==> config.mk <==
export PLATFORM = sky130hd
export DESIGN_NAME = tchp_host_port
export DESIGN_NICKNAME = d
export VERILOG_FILES = /design/src/rtl/empty_placeholder_removed.sv /design/src/rtl/tchp_pkg.sv /design/src/rtl/tchp_host_port.sv
export SDC_FILE = /design/constraint.sdc
export NUM_CORES = 1
export LEC_CHECK = 0
export BUFFER_PORTS_ARGS = -buffer_cell sky130_fd_sc_hd__buf_2
export CAP_MARGIN = 10
export CELL_PAD_IN_SITES_DETAIL_PLACEMENT = 1
export CELL_PAD_IN_SITES_GLOBAL_PLACEMENT = 1
export CORE_AREA = 2 2 122 124
export CTS_BUF_LIST = sky130_fd_sc_hd__clkbuf_16
export DETAILED_ROUTE_END_ITERATION = 6
export DIE_AREA = 0 0 124 126
export GPL_TIMING_DRIVEN = 0
export PLACE_DENSITY_LB_ADDON = 0.1
export SLEW_MARGIN = 0
export SYNTH_ARGS = -nofsm -noshare
export SYNTH_HDL_FRONTEND = slang
export SYNTH_SLANG_ARGS = --single-unit
export TNS_END_PERCENT = 1
==> constraint.sdc <==
create_clock -name clk_sys -period 11.6 [get_ports clk_sys]
set_input_delay 1.16 -clock clk_sys [delete_from_list [all_inputs] [get_ports clk_sys]]
set_output_delay 1.16 -clock clk_sys [all_outputs]
set_load 0.005 [all_outputs]
==> src/rtl/empty_placeholder_removed.sv <==
// intentionally contains no design; kept minimal
`timescale 1ns/100ps
`default_nettype none
`default_nettype wire

==> src/rtl/tchp_pkg.sv <==
// constants and types of the transceiver control host port
package tchp_pkg;
    // ----------------------------------------
    // timing
    // ----------------------------------------
    localparam int CLK_NS      = 25;
    localparam int RST_MIN_NS  = 100;
    localparam int RST_MIN_CYC = (RST_MIN_NS + CLK_NS - 1) / CLK_NS;
    localparam int READY_MS    = 2;
    localparam int READY_CYC   = (READY_MS * 1000000) / CLK_NS;
    // ----------------------------------------
    // register map and fields
    // ----------------------------------------
    localparam logic [10:0] ADDR_GPIO      = 11'h006;
    localparam logic [10:0] ADDR_INT_STAT  = 11'h0f0;
    localparam logic [10:0] ADDR_INT_MASK  = 11'h0f1;
    localparam int          GPIO_DIR_LSB   = 0;
    localparam int          GPIO_LVL_LSB   = 2;
    localparam logic [1:0]  GPIO_DIR_RST   = 2'h0;
    localparam logic [1:0]  GPIO_LVL_RST   = 2'h0;
    localparam logic [7:0]  INT_STAT_RST   = 8'h00;
    localparam logic [7:0]  INT_MASK_RST   = 8'hff;
    localparam logic [7:0]  RD_UNMAPPED    = 8'h00;
    // ----------------------------------------
    // serial frame: read flag, 4 spare, 11 address, 8 data
    // ----------------------------------------
    localparam logic [4:0]  SPI_HDR_LAST   = 5'h0f;
    localparam logic [4:0]  SPI_DAT_LAST   = 5'h17;
    localparam logic [4:0]  SPI_FRAME_BITS = 5'h18;
    localparam int          SPI_RD_BIT     = 15;

    typedef struct packed {
        logic csN;
        logic strobe;
        logic rwSdi;
        logic style;
        logic spiSel;
        logic txFloat;
    } tchp_ctl_s;

    typedef struct packed {
        logic        en;
        logic [10:0] addr;
        logic [7:0]  data;
    } tchp_wr_s;

    typedef enum logic [2:0] {
        ST_WAIT = 3'b001,
        ST_IDLE = 3'b010,
        ST_HOLD = 3'b100
    } tchp_state_e;
endpackage

==> src/rtl/tchp_host_port.sv <==
// control host port: register access, gpio, interrupt pin, transmit high-z
`timescale 1ns/100ps
`default_nettype none
module tchp_host_port
    import tchp_pkg::*;
#(
    parameter int READY_CYCLES = tchp_pkg::READY_CYC
) (
    // clock and reset pin
    input  wire logic       clk_sys,
    input  wire logic       rst_b,
    // host bus pins
    input  wire logic       chipSelN,
    input  wire logic [10:0] addrPin,
    input  wire logic [7:0] dataIn,
    output logic      [7:0] dataOut,
    output logic      [7:0] dataOe,
    input  wire logic       rwSdi,
    input  wire logic       strobeSclk,
    input  wire logic       parallelBusStyle,
    input  wire logic       serialHostSelect,
    // general purpose pins
    input  wire logic [1:0] gpioIn,
    output logic      [1:0] gpioOut,
    output logic      [1:0] gpioOe,
    // line transmitters
    input  wire logic       txHighImpedance,
    output logic      [7:0] lineTxPairOe,
    // interrupt
    input  wire logic [7:0] intEvent,
    output logic            intOut,
    output logic            intOe,
    output logic            deviceReady
);
    import tchp_pkg::*;

    localparam int CW = $clog2(READY_CYCLES + 1);
    localparam logic [CW-1:0] READY_LAST = CW'(READY_CYCLES);

    // ----------------------------------------
    // reset filter
    // ----------------------------------------
    // short glitches on the pin must not reset, so the pin is filtered first
    logic [1:0]             rstSync_r;
    logic [RST_MIN_CYC-1:0] lowHist_r;
    logic                   intRstN_r;

    always_ff @(posedge clk_sys) begin
        rstSync_r <= {rstSync_r[0], rst_b};
        lowHist_r <= {lowHist_r[RST_MIN_CYC-2:0], ~rstSync_r[1]};
        intRstN_r <= ~(&lowHist_r);
    end

    // ----------------------------------------
    // pin synchronisers
    // ----------------------------------------
    tchp_ctl_s   ctlMeta_r, ctl_r;
    logic [10:0] addrMeta_r, addr_r;
    logic [7:0]  dataMeta_r, data_r;
    logic [1:0]  gpioMeta_r, gpioSync_r;
    logic        sclkPrev_r;

    always_ff @(posedge clk_sys or negedge intRstN_r) begin
        if (!intRstN_r) begin
            ctlMeta_r  <= '1;
            ctl_r      <= '1;
            addrMeta_r <= 11'h000;
            addr_r     <= 11'h000;
            dataMeta_r <= 8'h00;
            data_r     <= 8'h00;
            gpioMeta_r <= 2'h0;
            gpioSync_r <= 2'h0;
            sclkPrev_r <= 1'b1;
        end else begin
            ctlMeta_r  <= '{chipSelN, strobeSclk, rwSdi, parallelBusStyle,
                           serialHostSelect, txHighImpedance};
            ctl_r      <= ctlMeta_r;
            addrMeta_r <= addrPin;
            addr_r     <= addrMeta_r;
            dataMeta_r <= dataIn;
            data_r     <= dataMeta_r;
            gpioMeta_r <= gpioIn;
            gpioSync_r <= gpioMeta_r;
            sclkPrev_r <= ctl_r.strobe;
        end
    end

    // ----------------------------------------
    // ready timer and test mode exit
    // ----------------------------------------
    logic [CW-1:0] readyCnt_r;
    logic          ready_r;
    logic          testCleared_r;

    always_ff @(posedge clk_sys or negedge intRstN_r) begin
        if (!intRstN_r) begin
            readyCnt_r <= '0;
            ready_r    <= 1'b0;
        end else if (readyCnt_r != READY_LAST) begin
            readyCnt_r <= readyCnt_r + CW'(1);
        end else begin
            ready_r    <= 1'b1;
        end
    end

    always_ff @(posedge clk_sys or negedge intRstN_r) begin
        if (!intRstN_r) begin
            testCleared_r <= 1'b0;
        end else if (ctl_r.csN) begin
            testCleared_r <= 1'b1;
        end
    end

    // ----------------------------------------
    // registers
    // ----------------------------------------
    logic [1:0] gpioDir_r, gpioLvl_r;
    logic [7:0] intStat_r, intMask_r;
    tchp_wr_s   wr;

    function automatic logic [7:0] regRead(input logic [10:0] a, input logic [1:0] dir,
                                           input logic [1:0] lvl, input logic [1:0] pin,
                                           input logic [7:0] st, input logic [7:0] mk);
        logic [1:0] shown;
        shown = (dir & lvl) | (~dir & pin);
        case (a)
            ADDR_GPIO:     regRead = {4'h0, shown, dir};
            ADDR_INT_STAT: regRead = st;
            ADDR_INT_MASK: regRead = mk;
            default:       regRead = RD_UNMAPPED;
        endcase
    endfunction

    always_ff @(posedge clk_sys or negedge intRstN_r) begin
        if (!intRstN_r) begin
            gpioDir_r <= GPIO_DIR_RST;
            gpioLvl_r <= GPIO_LVL_RST;
        end else if (wr.en && wr.addr == ADDR_GPIO) begin
            gpioDir_r <= wr.data[GPIO_DIR_LSB +: 2];
            gpioLvl_r <= wr.data[GPIO_LVL_LSB +: 2];
        end
    end

    // status bits are write-one-to-clear; a new event wins over the clear
    always_ff @(posedge clk_sys or negedge intRstN_r) begin
        if (!intRstN_r) begin
            intStat_r <= INT_STAT_RST;
            intMask_r <= INT_MASK_RST;
        end else begin
            if (wr.en && wr.addr == ADDR_INT_STAT) begin
                intStat_r <= (intStat_r & ~wr.data) | intEvent;
            end else begin
                intStat_r <= intStat_r | intEvent;
            end
            if (wr.en && wr.addr == ADDR_INT_MASK) begin
                intMask_r <= wr.data;
            end
        end
    end

    // ----------------------------------------
    // parallel access
    // ----------------------------------------
    tchp_state_e state_r;
    logic        pRead, pWrite, pTake, holdRead_r;
    logic [7:0]  pRdData;

    assign pRead  = ctl_r.style ? ~ctl_r.strobe
                                : (~ctl_r.strobe & ctl_r.rwSdi);
    assign pWrite = ctl_r.style ? ~ctl_r.rwSdi
                                : (~ctl_r.strobe & ~ctl_r.rwSdi);
    assign pTake  = (state_r == ST_IDLE) && !ctl_r.csN && !ctl_r.spiSel
                    && (pRead || pWrite);
    assign pRdData = regRead(addr_r, gpioDir_r, gpioLvl_r, gpioSync_r,
                             intStat_r, intMask_r);

    always_ff @(posedge clk_sys or negedge intRstN_r) begin
        if (!intRstN_r) begin
            state_r    <= ST_WAIT;
            holdRead_r <= 1'b0;
        end else begin
            case (state_r)
                ST_WAIT: begin
                    if (ready_r && testCleared_r && ctl_r.csN) begin
                        state_r <= ST_IDLE;
                    end
                end
                ST_IDLE: begin
                    if (pTake) begin
                        state_r    <= ST_HOLD;
                        holdRead_r <= pRead;
                    end
                end
                ST_HOLD: begin
                    if (ctl_r.csN) begin
                        state_r    <= ST_IDLE;
                        holdRead_r <= 1'b0;
                    end
                end
                default: state_r <= ST_WAIT;
            endcase
        end
    end

    // ----------------------------------------
    // serial access
    // ----------------------------------------
    logic        spiAct, sclkRise, sclkFall;
    logic [4:0]  spiBits_r;
    logic [15:0] spiSh_r, spiHdr_r;
    logic [7:0]  spiOut_r;
    logic        spiWr;

    assign spiAct   = ctl_r.spiSel && !ctl_r.csN && state_r != ST_WAIT;
    assign sclkRise = ctl_r.strobe && !sclkPrev_r;
    assign sclkFall = !ctl_r.strobe && sclkPrev_r;
    assign spiWr    = spiAct && sclkRise && spiBits_r == SPI_DAT_LAST && !spiHdr_r[SPI_RD_BIT];

    always_ff @(posedge clk_sys or negedge intRstN_r) begin
        if (!intRstN_r) begin
            spiBits_r <= 5'h00;
            spiSh_r   <= 16'h0000;
            spiHdr_r  <= 16'h0000;
            spiOut_r  <= 8'h00;
        end else if (!spiAct) begin
            spiBits_r <= 5'h00;
        end else if (sclkRise && spiBits_r != SPI_FRAME_BITS) begin
            spiSh_r   <= {spiSh_r[14:0], ctl_r.rwSdi};
            spiBits_r <= spiBits_r + 5'h01;
            if (spiBits_r == SPI_HDR_LAST) begin
                spiHdr_r <= {spiSh_r[14:0], ctl_r.rwSdi};
                // the last address bit is still on the pin, not yet in the shifter
                spiOut_r <= regRead({spiSh_r[9:0], ctl_r.rwSdi}, gpioDir_r, gpioLvl_r,
                                    gpioSync_r, intStat_r, intMask_r);
            end
        end else if (sclkFall && spiBits_r > SPI_HDR_LAST && spiHdr_r[SPI_RD_BIT]) begin
            spiOut_r <= {spiOut_r[6:0], 1'b0};
        end
    end

    always_comb begin
        wr.en   = (pTake && pWrite && !pRead) || spiWr;
        wr.addr = spiWr ? spiHdr_r[10:0] : addr_r;
        wr.data = spiWr ? {spiSh_r[6:0], ctl_r.rwSdi} : data_r;
    end

    // ----------------------------------------
    // pin drivers
    // ----------------------------------------
    logic spiRdPhase;
    assign spiRdPhase = spiAct && spiBits_r > SPI_HDR_LAST && spiHdr_r[SPI_RD_BIT];

    always_ff @(posedge clk_sys or negedge intRstN_r) begin
        if (!intRstN_r) begin
            dataOut <= 8'h00;
            dataOe  <= 8'h00;
        end else if (ctl_r.spiSel) begin
            if (sclkFall && spiRdPhase && spiBits_r != SPI_FRAME_BITS + 5'h01) begin
                dataOut <= {7'h00, spiOut_r[7]};
            end
            dataOe <= {7'h00, spiRdPhase};
        end else begin
            if (pTake && pRead) begin
                dataOut <= pRdData;
            end
            dataOe <= {8{(holdRead_r || (pTake && pRead)) && pRead && !ctl_r.csN}};
        end
    end

    always_ff @(posedge clk_sys or negedge intRstN_r) begin
        if (!intRstN_r) begin
            gpioOut      <= 2'h0;
            gpioOe       <= 2'h0;
            lineTxPairOe <= 8'h00;
            intOe        <= 1'b0;
        end else begin
            gpioOut      <= gpioLvl_r;
            gpioOe       <= gpioDir_r;
            lineTxPairOe <= {8{~ctl_r.txFloat}};
            intOe        <= |(intStat_r & ~intMask_r);
        end
    end

    assign intOut      = 1'b0;
    assign deviceReady = ready_r;
endmodule
`default_nettype wire

# [After elaboration in Yosys (flattened, before gate mapping)]
# Index checks and enable logic that the tools add are counted.
[word_totals] reg_bits=171 input_bits=37 output_inout_bits=31 word_cells=155
[classes] add_sub_neg=2 n_lt_le_gt_ge=1 n_eq_ne=24 mux=23 bitwise_logic=17 n_reduce_logical=47
[ops] operator="two-way mux 8 bit" count=9
[ops] operator="== test 11 x 8 -> 1 bit, second input constant" count=6
[ops] operator="one-hot mux 8 bit (3 select lines)" count=2
[ops] operator="== test 11 x 3 -> 1 bit, second input constant" count=3
[ops] operator="logical AND 1 bit" count=27
[ops] operator="adder 17 x 1 -> 17 bit, second input constant" count=1
[ops] operator="!= test 17 bit, second input constant" count=1
[ops] operator="AND 8 bit" count=2
[ops] operator="NOT 8 bit" count=2
[ops] operator="OR 8 bit" count=2
[ops] operator="AND reduction 3 bit" count=4
[ops] operator="two-way mux 11 bit" count=1
[ops] operator="two-way mux 5 bit" count=2
[ops] operator="!= test 5 bit, second input constant" count=2
[ops] operator="two-way mux 3 bit" count=3
[ops] operator="one-hot mux 3 bit (3 select lines)" count=1
[ops] operator="OR reduction 8 bit" count=1
[ops] operator="zero test 1 bit" count=6
[ops] operator="!= test 2 x 1 -> 1 bit, second input constant" count=3
[ops] operator="!= test 2 bit, second input constant" count=3
[ops] operator="nonzero test 2 bit" count=3
[ops] operator="adder 5 x 1 -> 5 bit, second input constant" count=1
[ops] operator="== test 5 x 4 -> 1 bit, second input constant" count=1
[ops] operator="== test 5 bit, second input constant" count=1
[ops] operator="other kinds (15)" count=27

# [Longest topological paths before layout]
# Gate-level depths: netlist of the first run.
[logic_depth] depth_word=11 ltp_mapped=8 mapped_depth_nobuf=7

# [Worst setup path after synthesis of the first run]
# OpenSTA, ideal clock, no wires.
[synth_timing] path_kind="register -> register" from="register ctl_r[4] (netlist bit)" to="register intMask_r[0]" setup_time_ns=0.082 t_arrival_ns=2.287 required_time_ns=11.518 setup_slack_ns=9.231 stages_incl_launch_ff=6 path_buffers=0 period_less_slack_ns=2.369 path_cell_list="dfstp_2 -> nand2b_2 -> or4b_4 -> nor4_4 -> a2bb2oi_4 -> mux2_2"
[synth_between] elab_chain_len=9
[synth_lines] element="from (decl)" line="tchp_host_port.sv:57" text="tchp_ctl_s ctlMeta_r, ctl_r;"
[synth_lines] element="from (signal assigned)" line="tchp_host_port.sv:77" text="ctl_r <= ctlMeta_r;"
[synth_lines] element="parallel branches: the longest is 9 deep, another holds two-way mux 11 bit"
[synth_lines] element="to (signal assigned)" line="tchp_host_port.sv:156" text="intMask_r <= wr.data;"
[synth_lines] element="to (decl)" line="tchp_host_port.sv:118" text="logic [7:0] intStat_r, intMask_r;"
# Parallel ways; which one is timed is not known.
# A chain may end at the register's enable or synchronous reset.

# [Worst setup path in the final report of the first run]
[layout_timing] from="register spiSh_r[2]" to="register spiOut_r[7]"
[layout_between] elab_chain_len=4
[layout_lines] element="from (decl)" line="tchp_host_port.sv:210" text="logic [15:0] spiSh_r, spiHdr_r;"
[layout_lines] element="from (signal assigned)" line="tchp_host_port.sv:228" text="spiSh_r <= {spiSh_r[14:0], ctl_r.rwSdi};"
[layout_lines] element="== test 11 x 8 -> 1 bit / == test 11 x 3 -> 1 bit (equally long branches)" line="tchp_host_port.sv:126" text="case (a)"
[layout_lines] element="one-hot mux 8 bit (3 select lines) (*)" line="tchp_host_port.sv:126"
[layout_lines] element="two-way mux 8 bit (*)" line="tchp_host_port.sv:230" text="if (spiBits_r == SPI_HDR_LAST) begin"
[layout_lines] element="two-way mux 8 bit (*)" line="tchp_host_port.sv:227" text="end else if (sclkRise && spiBits_r != SPI_FRAME_BITS) begin"
[layout_lines] element="to (signal assigned)" line="tchp_host_port.sv:233" text="spiOut_r <= regRead({spiSh_r[9:0], ctl_r.rwSdi}, gpioDir_r, gpioLvl_r,"
[layout_lines] element="to (signal assigned)" line="tchp_host_port.sv:237" text="spiOut_r <= {spiOut_r[6:0], 1'b0};"
[layout_lines] element="to (decl)" line="tchp_host_port.sv:211" text="logic [7:0] spiOut_r;"
# Every way passes the cells marked *; elsewhere a longest branch is shown, timed or not. The select of a mux whose other input is x is not followed.

==> results of run 1 <==
## through the flow
| step | instance area, um2 | cells |
|---|---|---|
| 3_5_place_dp | 7343 | 791 |
| 3_3_place_gp | 7284 | 789 |
| 6_report | 7928 | 823 |
| 4_1_cts | 7928 | 823 |
| 5_1_grt | 7928 | 823 |
| 2_1_floorplan | 6724 | 539 |
## layer usage
| metal | GRT usage | up-vias | part of all wire |
|---|---|---|---|
| met4 | 0.06874 | 0 | 0.015 |
| met3 | 0.05163 | 16 | 0.027 |
| met5 | 0 | - | 0 |
| li1 | - | 2077 | - |
| met1 | 0.2902 | 2248 | 0.46 |
| met2 | 0.3449 | 57 | 0.50 |
## state kept, by name, indices dropped and copies added, names as in the netlist, 2 cells and up
| name | count |
|---|---|
| addrMeta_r | 11 |
| addr_r | 11 |
| ctlMeta_r | 6 |
| ctl_r | 6 |
| dataMeta_r | 8 |
| dataOe | 2 |
| dataOut | 8 |
| data_r | 8 |
| gpioDir_r | 2 |
| gpioLvl_r | 2 |
| gpioMeta_r | 2 |
| gpioOe | 2 |
| gpioOut | 2 |
| gpioSync_r | 2 |
| intMask_r | 8 |
| intStat_r | 8 |
| lowHist_r | 4 |
| readyCnt_r | 17 |
| rstSync_r | 2 |
| spiBits_r | 5 |
| spiHdr_r | 12 |
| spiOut_r | 8 |
| spiSh_r | 15 |
| state_r | 3 |
## power by group through the flow
stage	Clock [W]	Combinational [W]	Sequential [W]
2_1_floorplan	0	0.0000142	0.000593
3_3_place_gp	0	0.0000265	0.000597
3_5_place_dp	0	0.0000328	0.000593
4_1_cts	0.000566	0.0000331	0.000583
5_1_grt	0.000590	0.0000360	0.000584
6_report	0.000549	0.0000324	0.000583
## kinds of logic after synthesis
family | after synthesis | share of synthesized area
DFF | 161 | 0.5981
and+or+nand+nor | 159 | 0.1394
muxes | 76 | 0.1252
AOI/OAI and AO/OA | 67 | 0.06346
buffers and inverters | 49 | 0.03610
xor gates and xnor gates | 20 | 0.02605
adders and majority gates | 6 | 0.01116
other | 1 | 0.0005577
## worst reg2reg max path: cells and delay by family (launching register included)
kind               cells  cell delay [ns]
AOI/OAI and AO/OA      1             0.40
DFF                    1             0.43
muxes                  1             0.23
and+or+nand+nor        3             1.81
## final timing paths
path | start | to | slack (ns) | cells past startpoint
min reg2reg | intRstN_r | spiSh_r[8] | 0.18 | 0
min | intRstN_r | spiSh_r[8] | 0.18 | 0
max reg2reg | spiSh_r[2] | spiOut_r[7] | 8.67 | 5
min in group clk_sys | rstSync_r[0] | rstSync_r[1] | 0.33 | 0
max | spiSh_r[2] | spiOut_r[7] | 8.67 | 5
max in group asynchronous | intRstN_r | ctl_r[0] | 10.71 | 1
## cell usage in the layout (no fill, tap or decap), types with 7 or more instances in the layout
cell                        synthesis  final
sky130_fd_sc_hd__clkbuf_1          12     12
sky130_fd_sc_hd__nand4_1            7      7
sky130_fd_sc_hd__xnor2_1           14     14
sky130_fd_sc_hd__and4_1             9      9
sky130_fd_sc_hd__dfrtp_1          132    132
sky130_fd_sc_hd__nor3_1             8      8
sky130_fd_sc_hd__a21oi_1           18     18
sky130_fd_sc_hd__nor2_1            23     23
sky130_fd_sc_hd__o21ai_0           15     15
sky130_fd_sc_hd__dfstp_2           22     22
sky130_fd_sc_hd__nand3_1           18     18
sky130_fd_sc_hd__a21o_1             9      9
sky130_fd_sc_hd__clkbuf_16          0     17
sky130_fd_sc_hd__and3_1             7      7
sky130_fd_sc_hd__nand2_1           33     33
sky130_fd_sc_hd__nand3b_1           9      9
sky130_fd_sc_hd__o22ai_1           13     13
sky130_fd_sc_hd__inv_1             16     17
sky130_fd_sc_hd__mux2i_1           11     11
sky130_fd_sc_hd__mux2_2            64     64
sky130_fd_sc_hd__buf_2              4     70
sky130_fd_sc_hd__buf_4             14     14
## layout make-up
cell class                 count  area, um2
fill                        1517       6386
sequential                   161       4025
multi-input combinational    329       2460
clock buffer                  17      425.4
timing repair buffer          68      385.4
tap                          184      230.2
buffer                        33      182.7
clock inverter                15      158.9
inverter                      16      60.06
==> impl_metrics.xml, run 1 <==
<?xml version="1.0" encoding="UTF-8"?>
<metrics>
  <group name="critical_path">
    <metric name="worstSetupEndpointType" unit="">flop</metric>
    <metric name="worstSetupStartpointType" unit="">flop</metric>
    <metric name="kind_of_critical_path" unit="">flop to flop</metric>
    <metric name="worst-path-buf-inv" unit="">0</metric>
    <metric name="critPathMaxStageDelay" unit="ns">0.95</metric>
    <metric name="worst_path_max_delay_cell" unit="">sky130_fd_sc_hd__nor4_1</metric>
    <metric name="worstPathCellList" unit="">nor4_1 -&gt; nor4b_1 -&gt; nand2_1 -&gt; o21ai_0 -&gt; mux2_2</metric>
    <metric name="arrival_time_worst_endpoint" unit="ns">3.29</metric>
    <metric name="worstPathMaxFanout" unit="">6</metric>
    <metric name="crit_family" unit="">simple AND/OR/NAND/NOR gates</metric>
    <metric name="cp.required" unit="ns">11.96</metric>
  </group>
  <group name="timing">
    <metric name="grt_setup_unrepaired" unit="">false</metric>
    <metric name="max_slew_violation_total_from_the_final_report" unit="">0</metric>
    <metric name="hold_vio_cnt_final" unit="">0</metric>
    <metric name="fmax" unit="MHz">341.5</metric>
    <metric name="timing.slew.headroom" unit="">0.2647</metric>
    <metric name="period_minus_slack" unit="ns">2.928</metric>
    <metric name="finalClockSkew" unit="ns">0.01095</metric>
    <metric name="fin_ws" unit="ns">8.672</metric>
    <metric name="setup_viol" unit="">0</metric>
    <metric name="pin_slew_with_the_least_headroom_to_its_limit" unit="ns">1.093</metric>
    <metric name="setup_total_negative_slack" unit="ns">0</metric>
    <metric name="hold_ws" unit="ns">0.1837</metric>
    <metric name="layout_worst_path_cycle_share" unit="">0.2524</metric>
  </group>
  <group name="routing">
    <metric name="routedWlPerCell" unit="um">18.45</metric>
    <metric name="detail_route.first_pass.iterations" unit="">4</metric>
    <metric name="routed_via_density" unit="">5.344</metric>
    <metric name="drcViolationCount" unit="">0</metric>
    <metric name="postRouteAntennaNets" unit="">0</metric>
    <metric name="detail_route.wirelength" unit="um">15190</metric>
    <metric name="dr_total_vias" unit="">4398</metric>
    <metric name="drtIter0Drc" unit="">158</metric>
  </group>
  <group name="power_and_ir_drop">
    <metric name="total_power" unit="W">0.001164</metric>
    <metric name="p_sw" unit="W">0.0002551</metric>
    <metric name="power-per-cell-area" unit="mW/mm2">146.8</metric>
    <metric name="combPwrFrac" unit="">0.028</metric>
    <metric name="p_int" unit="W">0.0009091</metric>
    <metric name="clkPwrFrac" unit="">0.471</metric>
    <metric name="peakVddDrop" unit="mV">0.09872</metric>
    <metric name="leakage" unit="nW">3.567</metric>
    <metric name="power.switching_fraction" unit="">0.2191</metric>
    <metric name="power_frac_seq" unit="">0.501</metric>
  </group>
  <group name="logic_synthesis">
    <metric name="synth_most_common_cell" unit="">sky130_fd_sc_hd__dfrtp_1</metric>
    <metric name="ys_dominant_reg_cell" unit="">sky130_fd_sc_hd__dfrtp_1</metric>
    <metric name="postSynthAreaPerCell" unit="um2">12.47</metric>
    <metric name="postSynthRegisterBits" unit="">161</metric>
    <metric name="mapped_nets" unit="">582</metric>
    <metric name="netlist_top_cells_count" unit="">sky130_fd_sc_hd__dfrtp_1, sky130_fd_sc_hd__mux2_2, sky130_fd_sc_hd__nand2_1</metric>
    <metric name="netlist_area" unit="mm2">0.006724</metric>
    <metric name="ys_types" unit="">52</metric>
    <metric name="synth_top_cells_by_area" unit="">sky130_fd_sc_hd__dfrtp_1, sky130_fd_sc_hd__mux2_2, sky130_fd_sc_hd__dfstp_2</metric>
    <metric name="synth_enable_flop_cells" unit="">0</metric>
    <metric name="synth_sequential_area_ratio" unit="">0.5981</metric>
    <metric name="synthesis.instances" unit="">539</metric>
    <metric name="synth_top_area_share" unit="">0.4913</metric>
    <metric name="synth-async-reset-ratio" unit="">0.9565</metric>
    <metric name="synthDominantAreaCellType" unit="">sky130_fd_sc_hd__dfrtp_1</metric>
    <metric name="yosysWarningCount" unit="">0</metric>
  </group>
  <group name="die">
    <metric name="floorplan.die.width" unit="um">124</metric>
    <metric name="die-height" unit="um">126</metric>
    <metric name="floorplan.rows" unit="">44</metric>
    <metric name="floorplan.die_area" unit="mm2">0.01562</metric>
    <metric name="starting_density_of_the_core" unit="">0.4698</metric>
    <metric name="design.core.area" unit="mm2">0.01431</metric>
    <metric name="io-pin-count" unit="">68</metric>
  </group>
  <group name="finish">
    <metric name="layout-drive-gt1-share" unit="">0.3333</metric>
    <metric name="diodes" unit="">0</metric>
    <metric name="layout-area-overhead-vs-synth" unit="%">17.90</metric>
    <metric name="fin_util" unit="">0.5538</metric>
    <metric name="design.final.nets" unit="">669</metric>
  </group>
  <group name="cts">
    <metric name="clock_tree_buffer_depth" unit="">2</metric>
    <metric name="htree_levels" unit="">4</metric>
    <metric name="post-cts-setup-buffers" unit="">0</metric>
    <metric name="clock_insertion_delay_worst_skew" unit="ns">0.43</metric>
    <metric name="clock_sinks" unit="">161</metric>
    <metric name="cts.repair.resized" unit="">0</metric>
    <metric name="root_buffer" unit="">sky130_fd_sc_hd__clkbuf_16</metric>
    <metric name="tritoncts.num_buffers" unit="">17</metric>
    <metric name="cts-hold-fix-buffers" unit="">0</metric>
    <metric name="worst_setup_hold_path_clk_slew" unit="ns">0.06</metric>
    <metric name="tritoncts" unit="">yes</metric>
  </group>
  <group name="placement">
    <metric name="buffer_ports.inserted" unit="">66</metric>
    <metric name="post-dp-hpwl" unit="um">11030</metric>
    <metric name="post-place-ws" unit="ns">8.726</metric>
    <metric name="globalplace.congestion" unit="">0.8330</metric>
  </group>
  <group name="global_routing">
    <metric name="grtUsageTotal" unit="">0.2155</metric>
    <metric name="grt_antenna_before_repair" unit="">0</metric>
    <metric name="grt_remaining_overflow" unit="">0</metric>
    <metric name="grt_max_degree" unit="">71</metric>
    <metric name="grt_first_pass_wirelength" unit="um">25630</metric>
    <metric name="first_global_vias" unit="">4908</metric>
  </group>
  <group name="status">
    <metric name="status" unit="">finished, final reports clean</metric>
  </group>
  <group name="flow_run">
    <metric name="max-cap-violations" unit="">0</metric>
  </group>
  <group name="hold_path">
    <metric name="timing.hold.worst.class" unit="">flop to async pin</metric>
  </group>
</metrics>
Note: power is estimated with default switching activity, not from simulation.
==> run 2: changes to the inputs <==
==> constraint.sdc (replaced) <==
create_clock -name clk_sys -period 3 [get_ports clk_sys]
set_input_delay 0.3 -clock clk_sys [delete_from_list [all_inputs] [get_ports clk_sys]]
set_output_delay 0.3 -clock clk_sys [all_outputs]
set_load 0.005 [all_outputs]
==> impl_metrics.xml, run 2 (synthesis gave the netlist of run 1 again) <==
<?xml version="1.0" encoding="UTF-8"?>
<metrics>
  <group name="cts">
    <metric name="post-cts-setup-buffers" unit="">0</metric>
    <metric name="worst_setup_hold_path_clk_slew" unit="ns">0.06</metric>
    <metric name="tritoncts" unit="">yes</metric>
    <metric name="root_buffer" unit="">sky130_fd_sc_hd__clkbuf_16</metric>
    <metric name="clock_tree_buffer_depth" unit="">2</metric>
    <metric name="clock_insertion_delay_worst_skew" unit="ns">0.43</metric>
    <metric name="htree_levels" unit="">4</metric>
    <metric name="clock_sinks" unit="">161</metric>
    <metric name="tritoncts.num_buffers" unit="">17</metric>
  </group>
  <group name="finish">
    <metric name="most-common-layout-cells" unit="">sky130_fd_sc_hd__dfrtp_1, sky130_fd_sc_hd__buf_2, sky130_fd_sc_hd__mux2_2, sky130_fd_sc_hd__nand2_1, sky130_fd_sc_hd__dlygate4sd3_1</metric>
    <metric name="fin_cells" unit="">851</metric>
    <metric name="fin_util" unit="">0.5733</metric>
    <metric name="layout_top_registers" unit="">readyCnt_r x17, spiSh_r x15, spiHdr_r x12</metric>
    <metric name="layout-area-overhead-vs-synth" unit="%">22.05</metric>
    <metric name="diodes" unit="">0</metric>
    <metric name="largest_register_ff_count" unit="">17</metric>
    <metric name="top_register" unit="">readyCnt_r</metric>
    <metric name="layout.cells.most_common" unit="">sky130_fd_sc_hd__dfrtp_1</metric>
    <metric name="n_fill_cell" unit="">1516</metric>
    <metric name="design.final.nets" unit="">697</metric>
    <metric name="layout-drive-gt1-share" unit="">0.3238</metric>
  </group>
  <group name="critical_path">
    <metric name="worstPathMaxFanout" unit="">10</metric>
    <metric name="kind_of_critical_path" unit="">flop to flop</metric>
    <metric name="worstSetupStartpointType" unit="">flop</metric>
    <metric name="r2r_start" unit="">ctl_r[4]</metric>
    <metric name="worst_r2r_path_depth" unit="">6</metric>
    <metric name="arrival_time_worst_endpoint" unit="ns">3.09</metric>
    <metric name="reg2reg_to" unit="">gpioDir_r[0]</metric>
    <metric name="worstSetupEndpointType" unit="">flop</metric>
    <metric name="reg2reg_setup_slack" unit="ns">0.22</metric>
    <metric name="cp.required" unit="ns">3.31</metric>
  </group>
  <group name="hold_path">
    <metric name="timing.hold.worst_endpoint" unit="">intStat_r[5]</metric>
    <metric name="min_from" unit="">intEvent[5]</metric>
    <metric name="timing.hold.worst.class" unit="">primary input to flop</metric>
    <metric name="min_delay_path_depth" unit="">2</metric>
  </group>
  <group name="routing">
    <metric name="detail_route.first_pass.iterations" unit="">4</metric>
    <metric name="drtIter0Drc" unit="">149</metric>
    <metric name="postRouteAntennaNets" unit="">0</metric>
    <metric name="routedWlPerCell" unit="um">18.32</metric>
    <metric name="routed_via_density" unit="">5.263</metric>
    <metric name="dr_total_vias" unit="">4479</metric>
    <metric name="detail_route.wirelength" unit="um">15590</metric>
    <metric name="drcViolationCount" unit="">0</metric>
  </group>
  <group name="timing">
    <metric name="period_minus_slack" unit="ns">2.781</metric>
    <metric name="max_slew_violation_total_from_the_final_report" unit="">0</metric>
    <metric name="setup_total_negative_slack" unit="ns">0</metric>
    <metric name="pin_slew_with_the_least_headroom_to_its_limit" unit="ns">0.9148</metric>
    <metric name="setup_viol" unit="">0</metric>
    <metric name="timing.slew.headroom" unit="">0.3901</metric>
    <metric name="finalClockSkew" unit="ns">0.01151</metric>
    <metric name="hold_vio_cnt_final" unit="">0</metric>
    <metric name="grt_setup_unrepaired" unit="">false</metric>
    <metric name="layout_worst_path_cycle_share" unit="">0.9271</metric>
    <metric name="fmax" unit="MHz">359.6</metric>
  </group>
  <group name="die">
    <metric name="die-height" unit="um">126</metric>
    <metric name="design.core.area" unit="mm2">0.01431</metric>
    <metric name="io-pin-count" unit="">68</metric>
    <metric name="floorplan.die.width" unit="um">124</metric>
    <metric name="floorplan.die_area" unit="mm2">0.01562</metric>
    <metric name="floorplan.rows" unit="">44</metric>
    <metric name="starting_density_of_the_core" unit="">0.4698</metric>
  </group>
  <group name="global_routing">
    <metric name="grt_antenna_before_repair" unit="">0</metric>
    <metric name="grtUsageTotal" unit="">0.2219</metric>
    <metric name="first_global_vias" unit="">4957</metric>
    <metric name="grt_first_pass_wirelength" unit="um">25880</metric>
    <metric name="grt_max_degree" unit="">69</metric>
    <metric name="grt_remaining_overflow" unit="">0</metric>
  </group>
  <group name="status">
    <metric name="status" unit="">finished, final reports clean</metric>
  </group>
  <group name="power_and_ir_drop">
    <metric name="peakVddDrop" unit="mV">0.4913</metric>
    <metric name="power-per-cell-area" unit="mW/mm2">551.0</metric>
    <metric name="leakage" unit="nW">3.676</metric>
  </group>
  <group name="placement">
    <metric name="buffer_ports.inserted" unit="">66</metric>
    <metric name="post-dp-hpwl" unit="um">11030</metric>
    <metric name="globalplace.congestion" unit="">0.8402</metric>
    <metric name="post-place-cells" unit="">791</metric>
  </group>
  <group name="flow_run">
    <metric name="max-cap-violations" unit="">0</metric>
  </group>
</metrics>
[run 2: cell type report]
type / instances / area (um2) / share of cell area
clock inverters: 15 / 151.4 / 0.01845
flip-flops and latches: 161 / 4025 / 0.4905
inverters: 16 / 60.06 / 0.007318
well taps: 184 / 230.2 / 0.02805
clock buffers: 17 / 425.4 / 0.05184
plain buffers: 33 / 182.7 / 0.02226
multi-input cells: 329 / 2466 / 0.3005
repair buffers: 96 / 665.6 / 0.08111
[run 2: stage by stage]
| stage | setup slack, ns | hold WS (ns) | power (W) | area, um2 |
|---|---|---|---|---|
| after floorplan | 0.3196 | 0.3045 | 0.002350 | 6725 |
| after detailed placement | 0.1396 | 0.2201 | 0.002422 | 7343 |
| after global placement | -0.5801 | 0.3144 | 0.002410 | 7286 |
| after CTS | 0.08258 | 0.03526 | 0.004577 | 8200 |
| final | 0.2188 | 0.05740 | 0.004522 | 8207 |
| after global routing | 0.1257 | 0.02758 | 0.004703 | 8207 |
[run 2: critical path: stages (launching register included)]
cell,delay (ns)
sky130_fd_sc_hd__dfstp_2,0.63
sky130_fd_sc_hd__nand2b_2,0.14
sky130_fd_sc_hd__nor4b_1,0.56
sky130_fd_sc_hd__buf_2,0.32
sky130_fd_sc_hd__nand3_1,0.10
sky130_fd_sc_hd__a22oi_1,0.51
sky130_fd_sc_hd__mux2_2,0.41
[run 2: what timing repair did]
action                                  4_1_cts  5_1_grt
endpoints found under the setup margin        0        1
hold endpoints to repair                     28        0
hold buffers                                 28        0
resized for setup                             0        1
[run 2: per-layer routing]
metal	global-route usage	wire, um
met1	0.2934	7038
met3	0.06159	539
met4	0.06742	262
met2	0.3568	7752
met5	0	0
[run 2: report_power, final]
part	total, W	switching [W]	internal, W	leakage, nW
Sequential	0.00226	0.0000318	0.00222	1.88
Clock	0.00211	0.000944	0.00117	0.280
Combinational	0.000154	0.0000721	0.0000814	1.52
[run 2: worst max-delay path by stage]
stage / to / cells past startpoint / start
floorplan: addrMeta_r[0] / 0 / intRstN_r
global placement: lineTxPairOe[0] / 0 / intRstN_r
detailed placement: spiOut_r[7] / 5 / spiSh_r[2]
CTS: spiOut_r[7] / 5 / spiSh_r[2]
global route: gpioDir_r[0] / 6 / ctl_r[4]
finish: gpioDir_r[0] / 6 / ctl_r[4]
